**src/logic/tkcc_map.svh**
```systemverilog
`ifndef TKCC_MAP_SVH
`define TKCC_MAP_SVH

// Register indices; byte address is four times the index
`define TKCC_IDX_CFGC 16'hA01A
`define TKCC_IDX_CTRL 16'hA01B
`define TKCC_IDX_HDTYL 16'hA01C
`define TKCC_IDX_HDTYH 16'hA01D
`define TKCC_IDX_LDTYL 16'hA01E
`define TKCC_IDX_LDTYH 16'hA01F
`define TKCC_IDX_BASEL 16'hA028
`define TKCC_IDX_BASEH 16'hA029
`define TKCC_IDX_THDL 16'hA02A
`define TKCC_IDX_THDH 16'hA02B
`define TKCC_IDX_BIAS 16'hA02C

// Reset value of every register byte
`define TKCC_RST_BYTE 8'h00

// Control/status byte fields
`define TKCC_CTRL_NOISE 2
`define TKCC_CTRL_IRQ 1
`define TKCC_CTRL_START 0

// Bias byte fields
`define TKCC_BIAS_CUR 7
`define TKCC_BIAS_RES 6

// Sequence lengths in converter cycles
`define TKCC_CYC_0 17'h0_0400
`define TKCC_CYC_1 17'h0_0800
`define TKCC_CYC_2 17'h0_1000
`define TKCC_CYC_3 17'h0_2000
`define TKCC_CYC_4 17'h0_3000
`define TKCC_CYC_5 17'h0_4000
`define TKCC_CYC_6 17'h0_8000
`define TKCC_CYC_7 17'h1_0000

// Repeat totals
`define TKCC_RPT_0 5'h01
`define TKCC_RPT_1 5'h04
`define TKCC_RPT_2 5'h08
`define TKCC_RPT_3 5'h10

// Auto start delay unit is 256 converter cycles
`define TKCC_DLY_SHIFT 8
// Smallest moving average depth is 2**5
`define TKCC_AVG_SHIFT 3'h5

`define TKCC_RESP_OKAY 2'h0
`define TKCC_RESP_SLVERR 2'h2

`endif

```
**src/logic/tkcc_pkg.sv**
```systemverilog
package tkcc_pkg;

   typedef enum logic [1:0] {ST_IDLE, ST_DELAY, ST_RUN, ST_DONE} tkcc_fsm_t;

   typedef struct packed {
      logic [1:0] avgDepth;
      logic [2:0] cycleSel;
      logic baseInit;
      logic thrRel;
      logic noiseFiltEn;
   } tkcc_cfgc_t;

   // Drive toward the analog front end
   typedef struct packed {
      logic [2:0] chargeCapSel;
      logic randomTimingEn;
      logic chargePhase;
      logic noiseFilterActive;
      logic biasCurrentEn;
      logic biasResistorEn;
      logic [3:0] biasLevelSel;
   } tkcc_analog_t;

   typedef struct packed {
      tkcc_cfgc_t cfg;
      logic [2:0] capSel;
      logic delayEn;
      logic randEn;
      logic noiseFlag;
      logic irqFlag;
      logic startBit;
      logic busy;
      tkcc_fsm_t fsm;
      logic runAuto;
      logic [16:0] cycleCnt;
      logic [4:0] runCnt;
      logic [10:0] delayCnt;
      logic [15:0] highCnt;
      logic [15:0] lowCnt;
      logic [15:0] baseline;
      logic [15:0] threshold;
      logic biasCur;
      logic biasRes;
      logic [3:0] biasSel;
      logic autoPrev;
      logic firstPending;
      logic wakeup;
      logic [7:0] lfsr;
      logic chargePhase;
      logic awready;
      logic wready;
      logic bvalid;
      logic [1:0] bresp;
      logic arready;
      logic rvalid;
      logic [7:0] rdata;
      logic [1:0] rresp;
   } tkcc_regs_t;

endpackage

```
**src/logic/tkcc_top.sv**
```systemverilog
// Decided for this implementation: the AXI4-Lite slave port.
`include "tkcc_map.svh"

module tkcc_top #(
   parameter int AW = 20
) (
   // Clock and reset
   input logic clk,
   input logic resetn,
   // AXI4-Lite write
   input logic [AW-1:0] awaddr,
   input logic awvalid,
   output logic awready,
   input logic [31:0] wdata,
   input logic [3:0] wstrb,
   input logic wvalid,
   output logic wready,
   output logic [1:0] bresp,
   output logic bvalid,
   input logic bready,
   // AXI4-Lite read
   input logic [AW-1:0] araddr,
   input logic arvalid,
   output logic arready,
   output logic [31:0] rdata,
   output logic [1:0] rresp,
   output logic rvalid,
   input logic rready,
   // Settings held outside this block
   input logic autoMode,
   input logic [1:0] repeatCountSel,
   input logic [1:0] autoStartDelayCode,
   // Converter side
   input logic convTick,
   input logic compOut,
   input logic noiseDetect,
   output tkcc_pkg::tkcc_analog_t analog,
   output logic busy,
   output logic wakeup
);
   import tkcc_pkg::*;

   tkcc_regs_t s;
   tkcc_regs_t next_s;
   logic [16:0] cycLen;
   logic [4:0] runsTotal;
   logic [10:0] delayLen;
   logic [16:0] limit;
   logic [AW-3:0] wIdx;
   logic [AW-3:0] rIdx;
   logic [7:0] wByte;
   logic wTake;
   logic rTake;
   logic swStart;
   logic lastCycle;
   logic signed [16:0] avgDiff;
   logic signed [16:0] avgStep;

   always_comb
   begin
      case (s.cfg.cycleSel)
         3'h0: cycLen = `TKCC_CYC_0;
         3'h1: cycLen = `TKCC_CYC_1;
         3'h2: cycLen = `TKCC_CYC_2;
         3'h3: cycLen = `TKCC_CYC_3;
         3'h4: cycLen = `TKCC_CYC_4;
         3'h5: cycLen = `TKCC_CYC_5;
         3'h6: cycLen = `TKCC_CYC_6;
         default: cycLen = `TKCC_CYC_7;
      endcase
      case (repeatCountSel)
         2'h0: runsTotal = `TKCC_RPT_0;
         2'h1: runsTotal = `TKCC_RPT_1;
         2'h2: runsTotal = `TKCC_RPT_2;
         default: runsTotal = `TKCC_RPT_3;
      endcase
   end

   // Delay is (code + 1) units of 256 converter cycles
   assign delayLen = {3'({1'b0, autoStartDelayCode} + 3'h1),
                      8'h00} << (`TKCC_DLY_SHIFT - 8);
   assign limit = s.cfg.thrRel ? {1'b0, s.threshold} + {1'b0, s.baseline}
                               : {1'b0, s.threshold};
   assign wIdx = awaddr[AW-1:2];
   assign rIdx = araddr[AW-1:2];
   assign wByte = wdata[7:0];
   assign wTake = awvalid && wvalid && !s.awready && !s.bvalid && wstrb[0];
   assign rTake = arvalid && !s.arready && !s.rvalid;
   assign lastCycle = s.cycleCnt == cycLen - 17'h0_0001;
   assign avgDiff = $signed({1'b0, s.lowCnt}) - $signed({1'b0, s.baseline});
   // Four bits: the deepest average shifts by 8, which wraps in three
   assign avgStep = avgDiff >>> (4'(`TKCC_AVG_SHIFT) +
                                 {2'b00, s.cfg.avgDepth});

   always_comb
   begin
      next_s = s;
      next_s.wakeup = 1'b0;
      next_s.autoPrev = autoMode;
      next_s.awready = 1'b0;
      next_s.wready = 1'b0;
      next_s.arready = 1'b0;
      swStart = 1'b0;

      // Sequencer
      case (s.fsm)
         ST_IDLE:
         begin
            next_s.cycleCnt = 17'h0_0000;
            next_s.runCnt = 5'h00;
         end
         ST_DELAY:
         begin
            if (convTick)
            begin
               next_s.delayCnt = s.delayCnt + 11'h001;
               if (s.delayCnt == delayLen - 11'h001)
               begin
                  next_s.fsm = ST_RUN;
               end
            end
         end
         ST_RUN:
         begin
            if (convTick)
            begin
               // Noise stays reportable even with filtering off
               if (noiseDetect)
               begin
                  next_s.noiseFlag = 1'b1;
               end
               if (!(s.runAuto && s.cfg.noiseFiltEn && noiseDetect))
               begin
                  if (compOut)
                  begin
                     next_s.highCnt = s.highCnt + 16'h0001;
                  end
                  else
                  begin
                     next_s.lowCnt = s.lowCnt + 16'h0001;
                  end
               end
               next_s.lfsr = {s.lfsr[6:0],
                              s.lfsr[7] ^ s.lfsr[5] ^ s.lfsr[4] ^ s.lfsr[3]};
               next_s.chargePhase = s.randEn ? s.lfsr[0]
                                             : !s.chargePhase;
               next_s.cycleCnt = s.cycleCnt + 17'h0_0001;
               if (lastCycle)
               begin
                  next_s.cycleCnt = 17'h0_0000;
                  next_s.runCnt = s.runCnt + 5'h01;
                  if (s.runCnt == runsTotal - 5'h01)
                  begin
                     next_s.fsm = ST_DONE;
                  end
               end
            end
         end
         ST_DONE:
         begin
            next_s.irqFlag = 1'b1;
            next_s.startBit = 1'b0;
            if (s.runAuto)
            begin
               if (s.cfg.baseInit && s.firstPending)
               begin
                  next_s.baseline = s.lowCnt;
               end
               else
               begin
                  next_s.baseline = s.baseline + avgStep[15:0];
               end
               next_s.firstPending = 1'b0;
               // Detection only raises the flag when the limit is passed
               next_s.irqFlag = s.irqFlag || ({1'b0, s.lowCnt} > limit);
               next_s.wakeup = {1'b0, s.lowCnt} > limit;
            end
            next_s.fsm = ST_IDLE;
            next_s.busy = 1'b0;
         end
         default:
         begin
            next_s.fsm = ST_IDLE;
         end
      endcase

      // Write channel; software flag clears lose to a same-cycle set
      if (wTake)
      begin
         next_s.awready = 1'b1;
         next_s.wready = 1'b1;
         next_s.bvalid = 1'b1;
         next_s.bresp = `TKCC_RESP_OKAY;
         if (wIdx == (AW-2)'(`TKCC_IDX_CFGC))
         begin
            next_s.cfg = wByte;
         end
         else if (wIdx == (AW-2)'(`TKCC_IDX_CTRL))
         begin
            next_s.capSel = wByte[7:5];
            next_s.delayEn = wByte[4];
            next_s.randEn = wByte[3];
            if (!wByte[`TKCC_CTRL_NOISE] &&
                !(s.fsm == ST_RUN && convTick && noiseDetect))
            begin
               next_s.noiseFlag = 1'b0;
            end
            if (!wByte[`TKCC_CTRL_IRQ] && !(s.fsm == ST_DONE &&
                (!s.runAuto || {1'b0, s.lowCnt} > limit)))
            begin
               next_s.irqFlag = 1'b0;
            end
            swStart = wByte[`TKCC_CTRL_START];
         end
         else if (wIdx == (AW-2)'(`TKCC_IDX_BASEL))
         begin
            next_s.baseline[7:0] = wByte;
         end
         else if (wIdx == (AW-2)'(`TKCC_IDX_BASEH))
         begin
            next_s.baseline[15:8] = wByte;
         end
         else if (wIdx == (AW-2)'(`TKCC_IDX_THDL))
         begin
            next_s.threshold[7:0] = wByte;
         end
         else if (wIdx == (AW-2)'(`TKCC_IDX_THDH))
         begin
            next_s.threshold[15:8] = wByte;
         end
         else if (wIdx == (AW-2)'(`TKCC_IDX_BIAS))
         begin
            next_s.biasCur = wByte[`TKCC_BIAS_CUR];
            next_s.biasRes = wByte[`TKCC_BIAS_RES];
            next_s.biasSel = wByte[3:0];
         end
         else if (wIdx < (AW-2)'(`TKCC_IDX_HDTYL) ||
                  wIdx > (AW-2)'(`TKCC_IDX_LDTYH))
         begin
            next_s.bresp = `TKCC_RESP_SLVERR;
         end
      end
      else if (awvalid && wvalid && !s.awready && !s.bvalid)
      begin
         // Lane 0 off: accept and discard
         next_s.awready = 1'b1;
         next_s.wready = 1'b1;
         next_s.bvalid = 1'b1;
         next_s.bresp = `TKCC_RESP_OKAY;
      end
      else if (s.bvalid && bready)
      begin
         next_s.bvalid = 1'b0;
      end

      // Starts only from idle; a start while busy is dropped
      if (s.fsm == ST_IDLE && !s.busy)
      begin
         if (autoMode && !s.autoPrev)
         begin
            next_s.firstPending = 1'b1;
         end
         if ((swStart && !autoMode) || autoMode)
         begin
            next_s.startBit = swStart && !autoMode;
            next_s.runAuto = autoMode;
            next_s.busy = 1'b1;
            next_s.highCnt = 16'h0000;
            next_s.lowCnt = 16'h0000;
            next_s.delayCnt = 11'h000;
            next_s.fsm = (autoMode && s.delayEn) ? ST_DELAY : ST_RUN;
         end
      end

      // Read channel
      if (rTake)
      begin
         next_s.arready = 1'b1;
         next_s.rvalid = 1'b1;
         next_s.rresp = `TKCC_RESP_OKAY;
         next_s.rdata = `TKCC_RST_BYTE;
         case (16'(rIdx))
            `TKCC_IDX_CFGC: next_s.rdata = s.cfg;
            `TKCC_IDX_CTRL: next_s.rdata = {s.capSel, s.delayEn, s.randEn,
                                            s.noiseFlag, s.irqFlag,
                                            s.busy};
            `TKCC_IDX_HDTYL: next_s.rdata = s.highCnt[7:0];
            `TKCC_IDX_HDTYH: next_s.rdata = s.highCnt[15:8];
            `TKCC_IDX_LDTYL: next_s.rdata = s.lowCnt[7:0];
            `TKCC_IDX_LDTYH: next_s.rdata = s.lowCnt[15:8];
            `TKCC_IDX_BASEL: next_s.rdata = s.baseline[7:0];
            `TKCC_IDX_BASEH: next_s.rdata = s.baseline[15:8];
            `TKCC_IDX_THDL: next_s.rdata = s.threshold[7:0];
            `TKCC_IDX_THDH: next_s.rdata = s.threshold[15:8];
            `TKCC_IDX_BIAS: next_s.rdata = {s.biasCur, s.biasRes, 2'h0,
                                            s.biasSel};
            default: next_s.rresp = `TKCC_RESP_SLVERR;
         endcase
         if (rIdx[AW-3:16] != '0)
         begin
            next_s.rresp = `TKCC_RESP_SLVERR;
            next_s.rdata = `TKCC_RST_BYTE;
         end
      end
      else if (s.rvalid && rready)
      begin
         next_s.rvalid = 1'b0;
      end
   end

   always_ff @(posedge clk or negedge resetn)
   begin
      if (!resetn)
      begin
         s <= '0;
         s.lfsr <= 8'h01;
      end
      else
      begin
         s <= next_s;
      end
   end

   assign awready = s.awready;
   assign wready = s.wready;
   assign bvalid = s.bvalid;
   assign bresp = s.bresp;
   assign arready = s.arready;
   assign rvalid = s.rvalid;
   assign rresp = s.rresp;
   assign rdata = {24'h00_0000, s.rdata};
   assign busy = s.busy;
   assign wakeup = s.wakeup;
   assign analog = '{chargeCapSel: s.capSel, randomTimingEn: s.randEn,
                     chargePhase: s.chargePhase,
                     noiseFilterActive: s.runAuto && s.cfg.noiseFiltEn,
                     biasCurrentEn: s.biasCur, biasResistorEn: s.biasRes,
                     biasLevelSel: s.biasSel};

   AST_START_CLR: assert property (@(posedge clk) disable iff (!resetn)
      $fell(s.busy) |-> !s.startBit) else $error("start bit not cleared");
   AST_BUSY: assert property (@(posedge clk) disable iff (!resetn)
      s.fsm != ST_IDLE |-> s.busy) else $error("busy low while running");
   AST_SEQ_LEN: assert property (@(posedge clk) disable iff (!resetn)
      s.fsm == ST_RUN |-> s.cycleCnt < cycLen) else $error("cycle overrun");
   AST_SEQ_END: assert property (@(posedge clk) disable iff (!resetn)
      s.fsm == ST_RUN && convTick && lastCycle &&
      s.runCnt == runsTotal - 5'h01 |=> s.fsm == ST_DONE)
      else $error("sequence did not end");
   AST_IRQ: assert property (@(posedge clk) disable iff (!resetn)
      s.fsm == ST_DONE && (!s.runAuto || {1'b0, s.lowCnt} > limit)
      |=> s.irqFlag) else $error("irq flag not set");
   AST_DETECT: assert property (@(posedge clk) disable iff (!resetn)
      s.fsm == ST_DONE && s.runAuto && {1'b0, s.lowCnt} > limit
      |=> s.wakeup ##1 !s.wakeup) else $error("wake-up pulse wrong");
   AST_NO_DETECT: assert property (@(posedge clk) disable iff (!resetn)
      s.fsm == ST_DONE && s.cfg.thrRel &&
      {1'b0, s.lowCnt} <= {1'b0, s.threshold} + {1'b0, s.baseline}
      |=> !s.wakeup) else $error("wake-up below limit");
   AST_NOISE: assert property (@(posedge clk) disable iff (!resetn)
      s.fsm == ST_RUN && convTick && noiseDetect |=> s.noiseFlag)
      else $error("noise flag not set");
   AST_DELAY: assert property (@(posedge clk) disable iff (!resetn)
      s.fsm == ST_DELAY ##1 s.fsm == ST_RUN |-> $past(s.delayCnt) ==
      delayLen - 11'h001) else $error("auto delay length wrong");
   AST_RD_ANSWER: assert property (@(posedge clk) disable iff (!resetn)
      rTake |=> s.rvalid && s.arready) else $error("read not answered");
   COV_NORMAL: cover property (@(posedge clk) disable iff (!resetn)
      s.fsm == ST_DONE && !s.runAuto);
   COV_WAKE: cover property (@(posedge clk) disable iff (!resetn)
      s.wakeup);
   COV_DELAY: cover property (@(posedge clk) disable iff (!resetn)
      s.fsm == ST_DELAY ##1 s.fsm == ST_RUN);
endmodule

```
**config.mk**
```make
export PLATFORM = sky130hd
export DESIGN_NAME = tkcc_top
export DESIGN_NICKNAME = d
export VERILOG_FILES = /design/src/logic/tkcc_pkg.sv /design/src/logic/tkcc_top.sv
export VERILOG_INCLUDE_DIRS = /design/src /design/src/logic
export SDC_FILE = /design/constraint.sdc
export NUM_CORES = 1
export LEC_CHECK = 0
export BUFFER_PORTS_ARGS = -buffer_cell sky130_fd_sc_hd__buf_2
export CAP_MARGIN = 30
export CELL_PAD_IN_SITES_DETAIL_PLACEMENT = 0
export CELL_PAD_IN_SITES_GLOBAL_PLACEMENT = 2
export CORE_UTILIZATION = 40
export CTS_BUF_LIST = sky130_fd_sc_hd__clkbuf_8
export DETAILED_ROUTE_END_ITERATION = 16
export PLACE_DENSITY_LB_ADDON = 0.15
export SYNTH_ARGS = -nofsm -noshare
export SYNTH_HDL_FRONTEND = slang
export SYNTH_SLANG_ARGS = --single-unit
```
**constraint.sdc**
```tcl
create_clock -name clk -period 16.1 [get_ports clk]
set_input_delay 0.805 -clock clk [delete_from_list [all_inputs] [get_ports clk]]
set_output_delay 0.805 -clock clk [all_outputs]
set_load 0.05 [all_outputs]
```
# Word level (Yosys, flattened, before mapping)
# Index checks and enable logic that the tools add are counted.
# W data, S select, Z words.
dict set report classes {
  bitwise_logic 9
  order_cmp 3
  n_mux 78
  eq_ne 34
  n_reduce_logical 55
  n_addsub 13
  shifts 1
}
# cell count
set op_table {}
lappend op_table {{$eq A16 B16 Y1 const B} 11}
lappend op_table {{$eq A18 B16 Y1 const B} 7}
lappend op_table {{$pmux W17 S7} 1}
lappend op_table {{$mux W38} 3}
lappend op_table {{$mux W32} 3}
lappend op_table {{$mux W22} 4}
lappend op_table {{$pmux W8 S11} 1}
lappend op_table {{$mux W43} 2}
lappend op_table {{$mux W16} 5}
lappend op_table {{$mux W8} 6}
lappend op_table {{$mux W2} 22}
lappend op_table {{$pmux W22 S2} 1}
lappend op_table {{$add A16 B1 Y16 const B} 2}
lappend op_table {{$mux W11} 2}
lappend op_table {{$logic_and A1 B1 Y1} 20}
lappend op_table {{$gt A18 B16 Y1 const B} 1}
lappend op_table {{$lt A18 B16 Y1 const B} 1}
lappend op_table {{$mux W6} 3}
lappend op_table {{$add A16 B16 Y17} 1}
lappend op_table {{$add A17 B1 Y17 const B} 1}
lappend op_table {{$eq A17 B17 Y1} 1}
lappend op_table {{$gt A16 B17 Y1} 1}
lappend op_table {{$mux W1} 17}
lappend op_table {{$mux W17} 1}
lappend op_table {{other kinds (37)} 76}
dict set report totals {
  output_inout_bits 55
  regBits 152
  in_bits 91
  elab_cells 231
}

# Depth between registers and ports, before layout
# Gate-level depths: netlist (run 1).
dict set report depth {
  ltp_word 11
  mapped_depth 20
  mapped_depth_nobuf 20
}

# Worst setup path after synthesis (run 1)
# OpenSTA, ideal clock, no wires.
dict set report synth_path {
  path_type {register to register}
  from {reg s[71] (netlist bit)}
  to {reg s[66] (netlist bit)}
  path_slack_ns 11.024
  setup_ns 0.126
  n_path_buf 0
  arrival_time_ns 4.950
  path_stages_with_launch 18
  synth_period_minus_slack_ns 5.076
  required_ns 15.974
  path_cell_list {dfrtp_1 ha_1 a211oi_2 nor2_1 a211oi_4 o221ai_4 a21o_1 a311o_1 mux4_2 mux2_2 ha_1 a2111oi_0 inv_1 o2111ai_1 a31oi_1 o311ai_0 xor2_1 a221o_1}
}
# element line
set synth_rtl {}
lappend synth_rtl {{from (decl)} tkcc_top.sv:43} ;# tkcc_regs_t s;
lappend synth_rtl {{from (signal assigned)} tkcc_top.sv:320} ;# s <= next_s;

==> results of run 1 <==
-- area by class of cell --
cell class / count / area, um^2
clock buffers: 17 / 234.0
multi-input cells: 993 / 6735
repair buffers: 104 / 586.8
flip-flops and latches: 148 / 3705
clock inverters: 15 / 133.9
fillers: 2765 / 15020
diodes: 1 / 2.502
well taps: 341 / 426.7
inverters: 48 / 180.2
-- report_power, final --
part	internal, mW	switching (mW)	leakage [nW]	total, mW
clock	0.113	0.170	0.187	0.283
combinational	0.248	0.366	3.38	0.613
sequential	0.410	0.0715	1.98	0.481
total	0.771	0.607	5.55	1.38
-- metrics by stage --
| stage | std cells | setup slack [ns] | total power, mW | hold WS [ns] |
|---|---|---|---|---|
| floorplan | 1277 | 11.02 | 0.9362 | 0.4104 |
| global placement | 1630 | 10.09 | 1.091 | 0.4169 |
| detailed placement | 1632 | 10.04 | 1.099 | 0.4203 |
| CTS | 1664 | 10.02 | 1.388 | 0.4135 |
| global route | 1666 | 9.554 | 1.484 | 0.4514 |
| finish | 1667 | 9.985 | 1.378 | 0.3938 |
-- worst max path at each step --
stage | from | endpoint | slack (ns) | depth (start not counted)
finish | s[71] | s[66] | 9.98 | 17
global route | s[71] | s[66] | 9.55 | 17
CTS | s[71] | s[66] | 10.02 | 17
detailed placement | s[71] | s[66] | 10.04 | 17
global placement | s[71] | s[66] | 10.09 | 17
floorplan | s[71] | s[66] | 11.02 | 17
-- worst max-delay path: cells and delay by family (launching register included) --
kind / cells / cell delay, ns
AOI/OAI and AO/OA: 10 / 3.63
muxes: 2 / 0.82
DFF: 1 / 0.63
adders and majority gates: 2 / 0.57
xor gates and xnor gates: 1 / 0.16
and+or+nand+nor: 1 / 0.11
buffers and inverters: 1 / 0.09
-- cell families after synthesis --
| family | after synthesis |
|---|---|
| AND/OR/NAND/NOR | 455 |
| other | 1 |
| adder cells (fa/ha/maj) | 71 |
| AO/OA/AOI/OAI | 280 |
| multiplexers | 74 |
| buffers and inverters | 136 |
| XOR/XNOR | 87 |
| flip-flops | 148 |
-- per-layer routing --
layer  vias up  track usage, %  share of wire, %
li1       4604               -                 -
met1      4567           33.57                48
met2       202           39.35                46
met3        36           3.902               4.2
met4         0           7.818               2.5
met5         -               0                 0
-- placed cells by master (no fill, tap or decap), types with 6 or more instances in the layout --
cell type  instances
dfrtp_1          147
nand2_1          141
nor2_1           127
buf_2             87
o21ai_0           80
ha_1              69
xnor2_1           49
a21oi_1           48
inv_1             46
mux2_2            42
xor2_1            38
nand3_1           35
conb_1            26
mux2i_1           25
and3_1            23
nor3_1            22
nand4_1           22
o211ai_1          21
a21o_1            19
clkbuf_8          17
nand2b_1          15
buf_4             14
a31oi_1           13
nor2b_1           12
a222oi_1          11
and2_1            10
a221oi_1           9
a22oi_1            9
a211oi_1           7
mux4_2             7
nand3b_1           7
nor4_1             7
o21bai_1           6
a2111oi_0          6
o31ai_1            6
inv_6              6
-- flip-flops by register name (all words and copies together) (netlist names) --
name / flops
arready: 1
rdata: 8
bvalid: 1
rvalid: 1
busy: 1
rresp: 1
wakeup: 1
analog: 11
awready: 1
s: 121
bresp: 1
==> out/qor.csv, run 1 <==
metric;value;unit
combinational family with the most area after synthesis;simple AND/OR/NAND/NOR gates;
register-to-register setup slack;9.98;ns
RSZ-0062 raised after global routing;no;
Synth Flop Type;dfrtp_1;
initial antenna violation count;0;
area of placed instances;11610;um^2
clock latency at the later pin of the worst-skew pair;0.47;ns
Remaining DRCs;0;
CTS tree;built;
Yosys cell types;77;
CTS Buf Count;17;
cts hold-fix bufs;0;
Compound-Gate Fraction of Synth Area;17.28;%
Vias/cell;5.644;
drt pass-1 iters;7;
Ports;146;
Critical Path Fanout Max;8;
die area;28230;um^2
post-synthesis cell area;11030;um^2
Core Util, Final;44.42;%
core area;27030;um^2
Area growth, synth to finish;8.874;%
P_leak;5.550;nW
Final Cycle Share;37.98;%
Port Buffers;88;
CP max stage cell;a2111oi_0;
R2R depth;17;
vias in the first global route;9091;
status;complete, no violations;
RR Startpoint;s[71];
setup TNS;0;ns
Reg clk slew, reported paths;0.10;ns
Final setup viols;0;
Worst Setup End Kind;register;
Crit Path Class;reg2reg;
Final nets;1474;
die span in x;168.0;um
Chip Height;168.0;um
GPL Wtd Cong;0.8745;
Critical Path RT;16.46;ns
Slew Viols, Final;0;
crit path time final;6.115;ns
Worst-Margin Slew;1.033;ns
register area share after synthesis;33.60;%
CTS Sinks;148;
critical path launch point type;register;
PwrDens;114.8;nW/um^2
final WL;33270;um
GRT Residual Overflow;0;
Syn Area/Cell;8.806;um^2
simple-gate share of the synthesized area;19.70;%
area leader, netlist;dfrtp_1;
vias;9409;
post-cts resize count;0;
Yosys reg bits;148;
clk root buf;clkbuf_8;
top cells by area, synth;dfrtp_1, ha_1, nand2_1;
most common cell in the netlist;dfrtp_1;
most frequent cell on the critical path;ha_1;
worst IR drop on VDD;0.00007111;V
WP data arrival;6.48;ns
num rows;60;
htree depth;4;
adder-cell share of the synthesized area;8.193;%
post-route ant nets;0;
Cell Chain, Critical Path;ha_1 -> a211oi_2 -> nor2_1 -> a211oi_4 -> o221ai_4 -> a21o_1 -> a311o_1 -> mux4_2 -> mux2_2 -> ha_1 -> a2111oi_0 -> inv_1 -> o2111ai_1 -> a31oi_1 -> o311ai_0 -> xor2_1 -> a221o_1;
Peak Freq;163.5;MHz
post-synthesis mux area share;7.989;%
Post-synth ARST share;100.0;%
largest net degree at the start of global routing;88;
Hold Path Class;in2async;
initial DRC count;580;
Commonest cells post-synth;dfrtp_1, nand2_1, nor2_1;
Post-CTS Setup Bufs;0;
Final Hold Vio Count;0;
capturing point of the worst reg2reg path;s[66];
Max Cap Viol;0;
Syn Inst Count;1252;
max incr delay on CP;0.71;ns
first-pass GRT wire length;52640;um
clk buf depth;2;
Finished Cell Area;12000;um^2
Yosys warning count;0;
Final Skew;0.01869;ns
post-synthesis xor/xnor area fraction;6.911;%
Initial Util;40.80;%
fraction of layout cells with a size suffix above 1;15.32;%
drt wl/cell;19.96;um
top cell type's share of synthesized area;33.36;%
GRT Total Usage;24.47;%
number of synthesized flops with an enable pin;0;
Worst slew margin;30.98;%
DPL Wire Length;24770;um
Power figures use the tool's default switching activity.
==> inputs of run 2 (changes only) <==
- CORE_UTILIZATION: 40 -> 33
- clock period: 16.1 -> 5.05 ns (I/O delays scaled with it)
==> run 2 against run 1 <==
Effect of this change: combinational power rose to 4.0 times the previous value; power grew to 3.6 times the previous value; setup slack got worse by 9.8 ns; sequential power rose to 3.0 times the previous value; global-route usage down 2.5 points; sequential share of layout area is 2.0 points lower; clock power grew to 3.9 times the previous value; via count up 3.5%; flip-flop and latch count unchanged; final cell count increased by 9.7%; non-clock buffer count is 62 higher; clock skew shrank 0.00051 ns; largest power group unchanged.
==> out/qor.csv, run 2 (same netlist as run 1, synthesis figures left out) <==
metric;value;unit;change
status;complete, no violations;;unchanged
Peak Freq;207.4;MHz;was 163.5 MHz
Final setup viols;0;;unchanged
Worst slew margin;33.11;%;was 30.98%
final WL;36020;um;was 33270 um
first-pass GRT wire length;56260;um;was 52640 um
P_leak;5.918;nW;was 5.550 nW
commonest non-fill, non-tap cell in the layout;dfrtp_1;;unchanged
core area;32700;um^2;was 27030 um^2
Vias/cell;5.323;;was 5.644
htree depth;4;;unchanged
Max Cap Viol;0;;unchanged
Final nets;1536;;was 1474
number of flip-flops in the largest register;121;;unchanged
DPL Wire Length;27570;um;was 24770 um
Initial Util;33.72;%;was 40.80%
setup TNS;0;ns;unchanged
Final Hold Vio Count;0;;unchanged
crit path time final;4.821;ns;was 6.115 ns
GPL Wtd Cong;0.8557;;was 0.8745
Ports;146;;unchanged
most frequent cells in the layout;dfrtp_1, nand2_1, nor2_1, buf_2, o21ai_0;;unchanged
GRT Total Usage;21.95;%;was 24.47%
Crit Path Class;reg2reg;;unchanged
Final Skew;0.01818;ns;was 0.01869 ns
CTS Sinks;148;;unchanged
Area growth, synth to finish;16.34;%;was 8.874%
Biggest register;s;;unchanged
Hold Path Class;in2reg;;was in2async
num rows;66;;was 60
largest net degree at the start of global routing;59;;was 88
CTS tree;built;;unchanged
Critical Path RT;5.40;ns;was 16.46 ns
worst hold margin;0.04539;ns;was 0.3938 ns
Final Cycle Share;95.46;%;was 37.98%
Remaining DRCs;0;;unchanged
placed cell count;1789;;was 1632
register-to-register setup slack;0.23;ns;was 9.98 ns
post-route ant nets;0;;unchanged
Finished Cell Area;12830;um^2;was 12000 um^2
PwrDens;389.6;nW/um^2;was 114.8 nW/um^2
fraction of layout cells with a size suffix above 1;19.90;%;was 15.32%
clk root buf;clkbuf_8;;unchanged
area of placed instances;12180;um^2;was 11610 um^2
GRT Residual Overflow;0;;unchanged
Reg clk slew, reported paths;0.09;ns;was 0.10 ns
Worst-Margin Slew;1.003;ns;was 1.033 ns
WP data arrival;5.17;ns;was 6.48 ns
clock latency at the later pin of the worst-skew pair;0.48;ns;was 0.47 ns
vias in the first global route;9567;;was 9091
Port Buffers;88;;unchanged
initial antenna violation count;0;;unchanged
die area;34150;um^2;was 28230 um^2
drt pass-1 iters;6;;was 7
drt wl/cell;19.69;um;was 19.96 um
Finished Layout Cells;1829;;was 1667
die span in x;184.8;um;was 168.0 um
CTS Buf Count;17;;unchanged
initial DRC count;569;;was 580
vias;9735;;was 9409
Worst Setup End Kind;register;;unchanged
worst IR drop on VDD;0.0002059;V;was 0.00007111 V
critical path launch point type;register;;unchanged
Critical Path Fanout Max;3;;was 8
Chip Height;184.8;um;was 168.0 um
Slew Viols, Final;0;;unchanged
# diodes;0;;was 1
clk buf depth;2;;unchanged
## run 2: cell count changes in the layout (fill, tap and decap cells not counted), moves of 3 or more
cell / before / now
clkbuf_8: 17 / 21
a21oi_1: 48 / 45
bufinv_16: 0 / 4
inv_6: 6 / 2
a21oi_2: 0 / 3
inv_8: 4 / 0
buf_4: 14 / 70
dlygate4sd3_1: 0 / 4
## run 2: what timing repair did
| action | in CTS | in global routing |
|---|---|---|
| setup endpoints to repair | 2 | 9 |
| resized for setup | 2 | 19 |
| hold buffers | 4 | 0 |
| buffers inserted | 0 | 3 |
| endpoints found under the hold margin | 46 | 0 |
| pin swaps | 1 | 8 |
## run 2: cell type report
type	count	area, um^2
Clock buffer	21	289.0
Clock inverter	11	171.4
Fill cell	3464	19870
Inverter	48	180.2
Multi-Input combinational cell	993	6850
Sequential cell	148	3705
Tap cell	442	553.0
Timing Repair Buffer	166	1079
## run 2: stage by stage
step | setup slack [ns] | power [mW] | utilization, %
after floorplan | 0.05680 | 2.987 | -
after global placement | -0.04945 | 3.758 | 37.08
after detailed placement | -0.01869 | 3.782 | 37.26
after CTS | 0.02467 | 4.917 | 38.81
after global routing | -0.01431 | 5.369 | 39.23
final | 0.2295 | 4.998 | 39.23
## run 2: worst max-delay path: stages (launching register included)
cell and delay, ns:
dfrtp_1 0.39, inv_1 0.10, ha_4 0.22, a211oi_2 0.21, nor2_2 0.09, a211oi_4 0.35, o221ai_4 0.17, a21o_1 0.23
a311o_1 0.38, mux4_2 0.50, mux2_2 0.30, ha_4 0.16, a2111oi_2 0.27, buf_4 0.18, inv_1 0.06, o2111ai_4 0.23
a31oi_4 0.13, nand4_1 0.13, o311ai_2 0.11, xor2_1 0.18, a221o_1 0.32
## run 2: path summary, 6_finish.rpt
kind                          end  startpoint  cells past startpoint
min reg2reg                 s[27]       s[28]                      1
min                        bvalid      bready                      3
max                         s[66]       s[55]                     20
min in group asynchronous   s[89]      resetn                      2
max reg2reg                 s[66]       s[55]                     20
max in group asynchronous   s[59]      resetn                      4
## run 2: routing by layer
layer / GRT usage, % / up-vias / wire (um)
met4: 5.322 / 0 / 513
li1: - / 4706 / -
met2: 35.74 / 189 / 16890
met1: 29.79 / 4819 / 16920
met3: 4.247 / 21 / 1692
met5: 0 / - / 0
## run 2: power by group
part / switching, mW / internal [mW] / leakage [nW]
combinational: 1.45 / 1.03 / 3.70
clock: 0.500 / 0.594 / 0.234
sequential: 0.113 / 1.31 / 1.98
==> inputs of run 3 (changes only) <==
- CORE_ASPECT_RATIO: default -> 0.6
==> run 3 against run 2 <==
Effect of this change: cell area grew 0.84%; clock skew shrank 0.00054 ns; register-to-register slack lost 0.03 ns; combinational power grew 7%; flip-flop and latch count is the same; wire length grew 6.6%; critical path type unchanged; power is essentially flat; global-route usage grew 1.1 points; worst hold slack lost 0.0068 ns.
==> out/qor.csv, run 3 (same netlist as run 1, synthesis figures left out) <==
metric;value;unit;change
status;complete, no violations;;unchanged
number of flip-flops in the largest register;121;;unchanged
Remaining DRCs;0;;unchanged
initial antenna violation count;1;;was 0
P_sw;2.138;mW;was 2.062 mW
WHS Endpoint;bresp[1];;was bvalid
Worst Setup End Kind;register;;unchanged
Final Cycle Share;96.12;%;was 95.46%
num rows;51;;was 66
Worst slew margin;32.63;%;was 33.11%
Final Power;5.001;mW;was 4.998 mW
FF+latch area;3705;um^2;unchanged
fraction of layout cells with a size suffix above 1;21.10;%;was 19.90%
PwrDens;386.6;nW/um^2;was 389.6 nW/um^2
Critical Path RT;5.46;ns;was 5.40 ns
Max Used Layer;met4;;unchanged
WP data arrival;5.26;ns;was 5.17 ns
final worst slack;0.1961;ns;was 0.2295 ns
R2R depth;20;;unchanged
Clock power frac;18.6;%;was 21.9%
largest net degree at the start of global routing;78;;was 59
sw frac;42.76;%;was 41.27%
Crit Path Class;reg2reg;;unchanged
Port Buffers;88;;unchanged
metal1 wirelength;21790;um;was 16920 um
Vias/cell;5.313;;was 5.323
P_leak;6.022;nW;was 5.918 nW
die span in x;238.0;um;was 184.8 um
Chip Height;143.6;um;was 184.8 um
post-route ant nets;0;;unchanged
Critical path origin;s[53];;was s[55]
setup TNS;0;ns;unchanged
crit path time final;4.854;ns;was 4.821 ns
die area;34170;um^2;was 34150 um^2
GPL Wtd Cong;0.8968;;was 0.8557
initial DRC count;948;;was 569
GRT Residual Overflow;0;;unchanged
core area;32670;um^2;was 32700 um^2
logic gate share of total power;52.9;%;was 49.7%
met3 wire length;2587;um;was 1692 um
Worst-Margin Slew;1.003;ns;about the same
worst IR drop on VDD;0.0001672;V;was 0.0002059 V
Area growth, synth to finish;17.32;%;was 16.34%
Final Hold Vio Count;0;;unchanged
vias;9920;;was 9735
Final Skew;0.01763;ns;was 0.01818 ns
commonest non-fill, non-tap cell in the layout;dfrtp_1;;unchanged
Flop pwr share;28.5;%;was 28.4%
vias in the first global route;9043;;was 9567
DP Worst Slack;-0.1908;ns;was -0.01869 ns
Final setup viols;0;;unchanged
DPL Wire Length;30310;um;was 27570 um
Hold Path Class;in2reg;;unchanged
Finished Layout Cells;1867;;was 1829
most frequent cells in the layout;dfrtp_1, nand2_1, nor2_1, buf_4, buf_2;;was dfrtp_1, nand2_1, nor2_1, buf_2, o21ai_0
CTS tree;built;;unchanged
placed cell count;1829;;was 1789
Initial Util;33.75;%;was 33.72%
Ports;146;;unchanged
# diodes;0;;unchanged
htree depth;4;;unchanged
CTS Buf Count;17;;unchanged
final WL;38410;um;was 36020 um
critical path launch point type;register;;unchanged
register-to-register setup slack;0.20;ns;was 0.23 ns
Reg clk slew, reported paths;0.08;ns;was 0.09 ns
drt wl/cell;20.57;um;was 19.69 um
Peak Freq;206.0;MHz;was 207.4 MHz
RR Startpoint;s[53];;was s[55]
Biggest register;s;;unchanged
Slew Viols, Final;0;;unchanged
area of the multi-input gates;6830;um^2;was 6850 um^2
capturing point of the worst reg2reg path;s[137];;was s[66]
Max Cap Viol;0;;unchanged
Internal;2.863;mW;was 2.935 mW
Final nets;1566;;was 1536
clock latency at the later pin of the worst-skew pair;0.49;ns;was 0.48 ns
CTS Sinks;148;;unchanged
met2 routed WL;13690;um;was 16890 um
clk buf depth;2;;unchanged
GRT Total Usage;23.05;%;was 21.95%
drt pass-1 iters;5;;was 6
Filler cells;3376;;was 3464
worst hold margin;0.03863;ns;was 0.04539 ns
hold path cells;3;;unchanged
min-delay src;wstrb[0];;was bready
clk root buf;clkbuf_8;;unchanged
Critical Path Fanout Max;4;;was 3
first-pass GRT wire length;57930;um;was 56260 um
## run 3: layout make-up
cell class                 count  share of cell area [%]
sequential                   148                   28.64
inverter                      48                   1.393
multi-input combinational    993                   52.81
clock buffer                  18                   1.915
clock inverter                14                  0.9673
tap                          450                   4.353
timing repair buffer         196                   9.925
## run 3: worst max-delay path, cell delays in order, from the launching register on
cell,delay (ns)
dfrtp_1,0.38
buf_4,0.18
ha_1,0.30
a21o_1,0.11
a21oi_1,0.06
buf_4,0.15
o211ai_1,0.32
o2111ai_1,0.23
a311oi_1,0.54
buf_4,0.23
o2111ai_1,0.10
and3_1,0.20
ha_1,0.29
nand2_1,0.08
nor3_1,0.32
nand3_1,0.22
a221o_1,0.40
o211ai_1,0.14
nand4_1,0.17
buf_12,0.17
a31oi_1,0.16
## run 3: through the flow
step	area, um^2	util (%)
global route	12930	39.59
detailed placement	12400	37.96
CTS	12840	39.29
floorplan	11120	-
finish	12930	39.59
global placement	12400	37.94
## run 3: power groups by stage
stage          sequential, mW  clock, mW  combinational (mW)
3_3_place_gp             1.44          0                2.48
6_report                 1.43      0.929                2.65
3_5_place_dp             1.45          0                2.48
5_1_grt                  1.44       1.00                2.90
4_1_cts                  1.43      0.951                2.52
2_1_floorplan            1.47          0                1.52
## run 3: how the worst max path moves through the flow
| stage | to | slack, ns | cells after the start |
|---|---|---|---|
| after global routing | s[66] | -0.04 | 22 |
| after CTS | s[66] | 0.0001 | 21 |
| after detailed placement | s[66] | -0.19 | 20 |
| after floorplan | s[66] | 0.06 | 17 |
| after global placement | s[66] | -0.20 | 20 |
| final | s[137] | 0.20 | 20 |
## run 3: per-layer routing
| metal | vias up | global-route usage, % |
|---|---|---|
| met3 | 20 | 4.629 |
| li1 | 4770 | - |
| met4 | 0 | 4.555 |
| met1 | 4807 | 38.77 |
| met5 | - | 0 |
| met2 | 323 | 28.52 |
## run 3: what timing repair did
item	CTS	global route
hold buffers	4	0
setup buffers	0	2
pin swaps	2	8
endpoints found under the setup margin	3	6
cloned	0	0
endpoints found under the hold margin	78	0
resized for setup	5	15
